File: src/core_reset_defines.svh
// constants for the core reset and option block
// included by the core module and the testbench
`ifndef CORE_RESET_DEFINES_SVH
`define CORE_RESET_DEFINES_SVH
`define IDX_ALT_PTR 12'h0FC
`define IDX_STACK_PTR 12'h0FD
`define IDX_PRI_PTR 12'h0FE
`define IDX_OPTION 12'hFFF
`define IDX_STATUS 12'h0F0
`define IDX_WD_CTRL 12'h0F1
`define ADDR_W 14
`define SP_RESET 8'h6F
`define PC_RESET 15'h0000
`define PC_TRAP 15'h7FFF
`define PC_VECTOR 15'h00FF
`define TRAP_OPCODE 8'h00
`define POR_PRESET 8'hFF
`define WD_WIN_RESET 2'h3
`define CM_RELEASE_TICKS 5'h10
`define OPT_LOW_VOLT_INPUT_COMPAT 7
`define OPT_OSC_MSB 6
`define OPT_OSC_MID 4
`define OPT_OSC_LSB 3
`define OPT_WDOG 2
`define OPT_HALT 1
`endif

File: src/core_reset_pkg.sv
// types for the core reset and option block
// assumes core_reset_defines.svh on the include path
package core_reset_pkg;
	typedef enum logic [1:0] {
		POR_HOLD = 2'h0,
		EXT_HOLD = 2'h1,
		RUNNING = 2'h3
	} rst_state_t;
endpackage : core_reset_pkg

File: src/core_reset_and_option_config.sv
// reset sequencer, stack/pc reset state, watchdog arming, option decode
// assumes an APB master on sys_clk and async pins from the board
//
// Design decision made here: register access over APB.
`timescale 1ns/1ps
`include "core_reset_defines.svh"
module core_reset_and_option_config import core_reset_pkg::*; (
	// clock and reset
	input wire logic sys_clk,
	input wire logic resetn,
	// async pins and detectors
	input wire logic resetPinN,
	input wire logic porDetect,
	input wire logic clockMinOk,
	// same-domain core signals
	input wire logic idleTimerTick,
	input wire logic stackPush,
	input wire logic stackReturn,
	input wire logic interruptTake,
	input wire logic fetchAdvance,
	input wire logic haltRequest,
	input wire logic serialIfEnable,
	input wire logic [7:0] romData,
	input wire logic [7:0] optionByte,
	// apb
	input wire logic [`ADDR_W-1:0] paddr,
	input wire logic psel,
	input wire logic penable,
	input wire logic pwrite,
	input wire logic [31:0] pwdata,
	output logic [31:0] prdata,
	output logic pready,
	output logic pslverr,
	// core state
	output logic coreResetN,
	output logic coreRegClear,
	output logic [14:0] program_counter,
	output logic [7:0] fetchByte,
	output logic trapRequest,
	output logic haltActive,
	// option decode
	output logic watchdogEnable,
	output logic haltEnable,
	output logic low_volt_input_compat,
	output logic [2:0] oscSelect,
	// pins
	output logic generalPortsHiZ,
	output logic [7:0] portJOut,
	output logic [7:0] portJOe,
	output logic extIntPullup,
	output logic capturePullup,
	output logic watchdog_output_pin,
	output logic watchdogPinOe,
	output logic watchdogPinPullup
);
	logic [2:0] syncA, syncB, syncC, syncVal;
	logic [2:0] asyncIn;
	rst_state_t rstState;
	logic [7:0] porCount;
	logic [7:0] stack_pointer, primary_ram_pointer, alternate_ram_pointer;
	logic [7:0] optLatch;
	logic [1:0] wdWindow;
	logic cmBit, cmError, clockOkSeen;
	logic [4:0] cmCount;
	logic regWrite, regRead;
	logic pinLow, porLive, clkOk, inReset;

	function automatic logic hit(input logic [`ADDR_W-1:0] a, input logic [11:0] idx);
		hit = (a == {idx, 2'b00});
	endfunction : hit

	// three-stage synchronisers; value moves only when stages two and three agree
	assign asyncIn = {clockMinOk, porDetect, resetPinN};
	genvar gi;
	generate
		for (gi = 0; gi < 3; gi++) begin : g_sync
			always_ff @(posedge sys_clk or negedge resetn) begin
				if (!resetn) begin
					syncA[gi] <= 1'b0;
					syncB[gi] <= 1'b0;
					syncC[gi] <= 1'b0;
					syncVal[gi] <= 1'b0;
				end else begin
					syncA[gi] <= asyncIn[gi];
					syncB[gi] <= syncA[gi];
					syncC[gi] <= syncB[gi];
					if (syncB[gi] == syncC[gi]) begin
						syncVal[gi] <= syncC[gi];
					end
				end
			end
		end
	endgenerate
	assign pinLow = !syncVal[0];
	assign porLive = syncVal[1];
	assign clkOk = syncVal[2];
	assign inReset = (rstState != RUNNING);

	// reset sequencer: por presets idle count, pin holds while low
	always_ff @(posedge sys_clk or negedge resetn) begin
		if (!resetn) begin
			rstState <= POR_HOLD;
			porCount <= `POR_PRESET;
		end else if (porLive) begin
			rstState <= POR_HOLD;
			porCount <= `POR_PRESET;
		end else begin
			unique case (rstState)
				POR_HOLD: begin
					if (idleTimerTick) begin
						if (porCount == 8'h00) begin
							rstState <= pinLow ? EXT_HOLD : RUNNING;
						end else begin
							porCount <= porCount - 8'h01;
						end
					end
				end
				EXT_HOLD: begin
					if (!pinLow) begin
						rstState <= RUNNING;
					end
				end
				RUNNING: begin
					if (pinLow) begin
						rstState <= EXT_HOLD;
					end
				end
			endcase
		end
	end

	// registered reset outputs, released on a clock edge
	always_ff @(posedge sys_clk or negedge resetn) begin
		if (!resetn) begin
			coreResetN <= 1'b0;
			coreRegClear <= 1'b1;
		end else begin
			coreResetN <= !inReset && !pinLow && !porLive;
			coreRegClear <= inReset || pinLow || porLive;
		end
	end

	// option byte is a strap, sampled every clock through reset and held once reset ends
	always_ff @(posedge sys_clk or negedge resetn) begin
		if (!resetn) begin
			optLatch <= 8'hFF;
		end else if (inReset) begin
			optLatch <= optionByte;
		end
	end

	always_ff @(posedge sys_clk or negedge resetn) begin
		if (!resetn) begin
			watchdogEnable <= 1'b0;
			haltEnable <= 1'b0;
			low_volt_input_compat <= 1'b0;
			oscSelect <= 3'h0;
		end else begin
			watchdogEnable <= !optLatch[`OPT_WDOG];
			haltEnable <= !optLatch[`OPT_HALT];
			low_volt_input_compat <= optLatch[`OPT_LOW_VOLT_INPUT_COMPAT] && serialIfEnable;
			oscSelect <= {optLatch[`OPT_OSC_MSB], optLatch[`OPT_OSC_MID],
				optLatch[`OPT_OSC_LSB]};
		end
	end

	// halt: entry only when permitted, external reset always exits
	always_ff @(posedge sys_clk or negedge resetn) begin
		if (!resetn) begin
			haltActive <= 1'b0;
		end else if (pinLow || inReset) begin
			haltActive <= 1'b0;
		end else if (haltRequest && haltEnable) begin
			haltActive <= 1'b1;
		end
	end

	// program counter
	always_ff @(posedge sys_clk or negedge resetn) begin
		if (!resetn) begin
			program_counter <= `PC_RESET;
		end else if (inReset) begin
			program_counter <= `PC_RESET;
		end else if (interruptTake) begin
			program_counter <= `PC_VECTOR;
		end else if (stackReturn && stack_pointer == `SP_RESET) begin
			program_counter <= `PC_TRAP;
		end else if (fetchAdvance && !haltActive) begin
			program_counter <= program_counter + 15'h0001;
		end
	end

	// the top of program space always reads as the trap opcode
	always_ff @(posedge sys_clk or negedge resetn) begin
		if (!resetn) begin
			fetchByte <= `TRAP_OPCODE;
			trapRequest <= 1'b0;
		end else begin
			fetchByte <= (program_counter == `PC_TRAP) ? `TRAP_OPCODE : romData;
			trapRequest <= !inReset && program_counter == `PC_TRAP && fetchAdvance;
		end
	end

	assign regWrite = psel && penable && pready && pwrite;
	assign regRead = psel && !penable;

	// stack pointer: reset value, push down, return up
	always_ff @(posedge sys_clk or negedge resetn) begin
		if (!resetn) begin
			stack_pointer <= `SP_RESET;
		end else if (inReset) begin
			stack_pointer <= `SP_RESET;
		end else if (regWrite && hit(paddr, `IDX_STACK_PTR)) begin
			stack_pointer <= pwdata[7:0];
		end else if (stackPush) begin
			stack_pointer <= stack_pointer - 8'h01;
		end else if (stackReturn && stack_pointer != `SP_RESET) begin
			stack_pointer <= stack_pointer + 8'h01;
		end
	end

	// pointers have no reset so a warm reset leaves them alone
	always_ff @(posedge sys_clk) begin
		if (regWrite && hit(paddr, `IDX_PRI_PTR)) begin
			primary_ram_pointer <= pwdata[7:0];
		end
		if (regWrite && hit(paddr, `IDX_ALT_PTR)) begin
			alternate_ram_pointer <= pwdata[7:0];
		end
	end

	// watchdog window: set high by reset, software may narrow it
	always_ff @(posedge sys_clk or negedge resetn) begin
		if (!resetn) begin
			wdWindow <= `WD_WIN_RESET;
		end else if (inReset) begin
			wdWindow <= `WD_WIN_RESET;
		end else if (regWrite && hit(paddr, `IDX_WD_CTRL)) begin
			wdWindow <= pwdata[1:0];
		end
	end

	// clock monitor: armed at release, error held until clock good for 16 ticks
	always_ff @(posedge sys_clk or negedge resetn) begin
		if (!resetn) begin
			cmBit <= 1'b1;
			cmError <= 1'b0;
			clockOkSeen <= 1'b0;
			cmCount <= 5'h00;
		end else if (inReset || !watchdogEnable) begin
			cmBit <= 1'b1;
			cmError <= 1'b0;
			clockOkSeen <= 1'b0;
			cmCount <= 5'h00;
		end else begin
			if (cmBit && !clkOk) begin
				cmError <= 1'b1;
			end
			if (!clkOk) begin
				cmCount <= 5'h00;
				clockOkSeen <= 1'b0;
			end else if (idleTimerTick && cmCount != `CM_RELEASE_TICKS) begin
				cmCount <= cmCount + 5'h01;
			end
			if (clkOk && cmCount == `CM_RELEASE_TICKS) begin
				cmError <= 1'b0;
				clockOkSeen <= 1'b1;
				cmBit <= 1'b0;
			end
		end
	end

	// pin states during and after reset
	always_ff @(posedge sys_clk or negedge resetn) begin
		if (!resetn) begin
			generalPortsHiZ <= 1'b1;
			portJOut <= 8'hFF;
			portJOe <= 8'hFF;
			extIntPullup <= 1'b1;
			capturePullup <= 1'b1;
			watchdog_output_pin <= 1'b1;
			watchdogPinOe <= 1'b0;
			watchdogPinPullup <= 1'b0;
		end else begin
			generalPortsHiZ <= inReset;
			portJOut <= 8'hFF;
			portJOe <= inReset ? 8'hFF : 8'h00;
			extIntPullup <= inReset;
			capturePullup <= inReset;
			watchdog_output_pin <= !cmError;
			watchdogPinOe <= watchdogEnable && cmError;
			watchdogPinPullup <= watchdogEnable;
		end
	end

	// apb slave: no wait states, reads captured in setup
	always_ff @(posedge sys_clk or negedge resetn) begin
		if (!resetn) begin
			pready <= 1'b0;
			prdata <= 32'h0000_0000;
			pslverr <= 1'b0;
		end else begin
			pready <= regRead;
			pslverr <= 1'b0;
			if (regRead) begin
				prdata <= 32'h0000_0000;
				if (hit(paddr, `IDX_STACK_PTR)) begin
					prdata[7:0] <= stack_pointer;
				end else if (hit(paddr, `IDX_PRI_PTR)) begin
					prdata[7:0] <= primary_ram_pointer;
				end else if (hit(paddr, `IDX_ALT_PTR)) begin
					prdata[7:0] <= alternate_ram_pointer;
				end else if (hit(paddr, `IDX_OPTION)) begin
					prdata[7:0] <= optLatch;
					pslverr <= pwrite;
				end else if (hit(paddr, `IDX_STATUS)) begin
					prdata[5:0] <= {clockOkSeen, cmError, haltActive, pinLow,
						rstState == POR_HOLD, inReset};
				end else if (hit(paddr, `IDX_WD_CTRL)) begin
					prdata[1:0] <= wdWindow;
				end else begin
					pslverr <= 1'b1;
				end
			end
		end
	end
endmodule : core_reset_and_option_config

File: config.mk
export PLATFORM = sky130hd
export DESIGN_NAME = core_reset_and_option_config
export DESIGN_NICKNAME = d
export VERILOG_FILES = /design/src/core_reset_pkg.sv /design/src/core_reset_and_option_config.sv
export VERILOG_INCLUDE_DIRS = /design/src /design/src/src
export SDC_FILE = /design/constraint.sdc
export NUM_CORES = 1
export LEC_CHECK = 0
export BUFFER_PORTS_ARGS = -buffer_cell sky130_fd_sc_hd__buf_2
export CAP_MARGIN = 20
export CORE_ASPECT_RATIO = 1.4
export CORE_UTILIZATION = 28
export CTS_BUF_LIST = sky130_fd_sc_hd__clkbuf_8
export DETAILED_ROUTE_END_ITERATION = 6
export PLACE_DENSITY_LB_ADDON = 0.12
export SLEW_MARGIN = 15
export SYNTH_ARGS = -nofsm -noshare
export SYNTH_HDL_FRONTEND = slang
export SYNTH_SLANG_ARGS = --single-unit
File: constraint.sdc
create_clock -name sys_clk -period 3.7 [get_ports sys_clk]
set_clock_uncertainty 0.15 [all_clocks]
set_input_delay 0.555 -clock sys_clk [delete_from_list [all_inputs] [get_ports sys_clk]]
set_output_delay 0.555 -clock sys_clk [all_outputs]
set_load 0.02 [all_outputs]
==> metrics <==
total power=roughly 2.3 mW; global-route wire length before repair=21.7 mm; Required @ worst endpoint=3570 ps; worst flop-to-flop path startpoint=stack_pointer[1]$_DFFE_PN1P_; worst slew pin tran=870 ps; slew margin rel.=between 40% and 50%; Clock power frac=roughly 34%; internal power=1.66 mW; DR WL/cell=15.7 um; Data arrival, critical path=2270 ps; vias per inst=4.51; DR pass1 iterations=4; stages on the worst setup path=5; max-cap viol count=0; Final Critical Period=2400 ps; crit-path max cell delay=560 ps; Final Hold Viols=0; CP cell instances=buf_2 > or4_4 > nor2_1 > nand3_1 > nor2_1; number of DRC markers in iteration 0=191; Yosys top cell area share=between 30% and 40%; Finished Layout Cells=between 800 and 900; Reg area=around 2900 um2; # port buffers=~110; WS Path Type=in2reg; Syn Inst Count=a little over 500; Nets=~700; CTS root buffer=clkbuf_8; setup TNS=0 ps; crit start category=primary input; pre-CTS setup slack=895 ps; sw frac=26.8%; GRT overflow=0; cts hold-fix bufs=0; Crit. End Element=flop; Final HPWL DP=10.4 mm; setup bufs post-CTS=0; Placed Area=6040 um2; H-tree depth=3; post-synthesis adder-cell area fraction=3.49%; WL final=13.6 mm; cell family with most CP delay=simple AND/OR/NAND/NOR gates; Yosys top cell by area=dfrtp_1; Most Frequent Cell on Critical Path=nor2_1; ys flop type=dfrtp_1; synthesis-to-layout area growth=16.1%; Reg power frac=56.9%; sequential area share after synthesis=53.8%; via count=roughly 3900; GRT Resource Usage Total=about 14%; Min-Delay Path Class=in2async; CP endpoint=primary_ram_pointer[4]$_DFFE_PP_; Worst Reg-to-Reg Cells=7; CTS sink count=111; Switch Pwr=roughly 0.61 mW; area of the multi-input gates=2170 um2; CTS clk-pin slew, worst paths=between 100 and 150 ps; crit share post-route=64.8%; Fill cells=between 1500 and 2000; final core occ=33.4%; vias in the first global route=4065; CP max stage cell=or4_4; Residual DRC=0; starting density of the core=28.8%; CTS Buffer Depth=2; Synth Area in Compound Gates=11.2%; CTS Buf Count=9; EDFF count, synth=16; Die W=119 um; initial antenna violation count=0; top cells by area, synth=dfrtp_1, dfstp_2, edfxtp_1; P_leak=2.75 nW; layout cells sized above 1=27.1%; mux contribution to synthesized area=0.931%; xor and xnor area share after synthesis=4.73%; reg2reg setup slack=1410 ps; combinational family with the most area after synthesis=simple AND/OR/NAND/NOR gates; Synth warnings=0; FFs w/ async S/R, synth=85.6%; final setup violation count=0; RSZ-0062 raised after global routing=no; Worst Path Buf+Inv=1; routability cong.=0.806; synthesized cell area=5370 um2; number of inserted diodes=0; Cell variety after synth=60; final instance area=~6200 um2; largest net degree at the start of global routing=67; DIE AREA=19800 um2; core area=18700 um2; PostCTS Resize Cnt=0; Slew Viols, Final=0; row count=a little under 60; Die Ht=166 um; Power Density=364 nW/um2; Seq cells post-synth=around 110; Max FO, Critical Path=8; status=finished clean; RR Endpoint=stack_pointer[7]$_DFFE_PN0P_; Comb power frac=9.3%; latest clock arrival within the worst-skew pair=about 400 ps; CTS tree=done; placed cells=855; Min Hold Slack=113 ps; Post-Synth Simple-Gate Area=17.8%; num ports=around 170; fin worst setup slack=approximately 1300 ps; CP Launch Point=paddr[11]; f_max=0.417 GHz; Worst VDD drop=around 0.00018 V; post-route ant nets=0; Syn Area/Cell=10.4 um2
==> power groups by stage <==
stage	logic [mW]	registers (mW)	clock network, mW
final	0.211	1.29	0.768
after global routing	0.237	1.30	0.851
after CTS	0.215	1.29	0.809
after detailed placement	0.214	1.32	0
after global placement	0.211	1.32	0
after floorplan	0.133	1.32	0
==> metal layers <==
metal	up-vias	wire length (um)	GRT usage, %
met5	-	0	0
met4	0	159	4.79
met3	11	675	2.85
met2	124	6990	25.4
met1	1881	5820	16.9
li1	1911	-	-
==> worst reg2reg max path: stages (launching register included) <==
cell,delay [ps]
dfstp_2,600
ha_1,240
a21oi_1,270
o2111ai_1,170
a21oi_1,210
mux2i_1,250
xor2_1,100
o31ai_1,220
==> cells in the final DEF, fill, tap and decap left out, types with 12 or more instances in the layout <==
master    count
nand2b_1     13
buf_2       108
nor2_1       44
edfxtp_1     16
conb_1       32
xnor2_1      15
dfstp_2      28
nand2_1      61
and2_1       15
o21ai_0      17
nand3_1      12
inv_1        19
a21oi_1      32
dfrtp_1      67
xor2_1       14
==> flip-flops by register name (all words and copies together), names as in the netlist, 5 cells and up <==
name,flops
optLatch,8
program_counter,15
porCount,8
cmCount,5
stack_pointer,8
alternate_ram_pointer,8
primary_ram_pointer,8
fetchByte,8
prdata,8
==> cells in the mapped netlist, drive strengths merged (4+ instances only) <==
library cell,count
a21oi,32
and2,15
buf,43
clkbuf,10
dfrtp,67
dfstp,28
edfxtp,16
ha,11
inv,19
mux2i,5
nand2,61
nand2b,13
nand3,12
nand4,9
nor2,46
nor2b,7
nor3,6
nor4,5
o2111ai,4
o211ai,5
o21ai,18
o31ai,4
xnor2,15
xor2,14
==> layout make-up <==
cell class | instances | share of cell area [%]
flip-flops and latches | 111 | 46.4
multi-input cells | 365 | 34.7
repair buffers | 116 | 9.63
well taps | 244 | 4.89
clock buffers | 9 | 1.99
clock inverters | 7 | 1.24
inverters | 19 | 1.14
==> cell families (layout without fill, tap and decap cells) <==
family                   after synthesis  after routing
AND/OR/NAND/NOR                      193            193
flip-flops                           111            111
AO/OA/AOI/OAI                         91             91
buffers and inverters                 72            151
XOR/XNOR                              29             29
adder cells (fa/ha/maj)               15             15
multiplexers                           5              5
other                                  2             32
==> worst min-delay path by stage <==
| stage | startpoint | endpoint | slack, ps | depth (start not counted) |
|---|---|---|---|---|
| after CTS | resetPinN | syncA[0]$_DFF_PN0_ | 90 | 1 |
| after floorplan | resetn | clkOk$_DFFE_PN0N_ | 110 | 0 |
| after global routing | clockMinOk | syncA[2]$_DFF_PN0_ | 80 | 1 |
| after global placement | syncA[2]$_DFF_PN0_ | syncB[2]$_DFF_PN0_ | 180 | 0 |
| after detailed placement | syncA[2]$_DFF_PN0_ | syncB[2]$_DFF_PN0_ | 190 | 0 |
| final | resetn | fetchByte[6]$_DFF_PN0_ | 110 | 1 |
No activity file was read; power rests on OpenSTA's default activity.
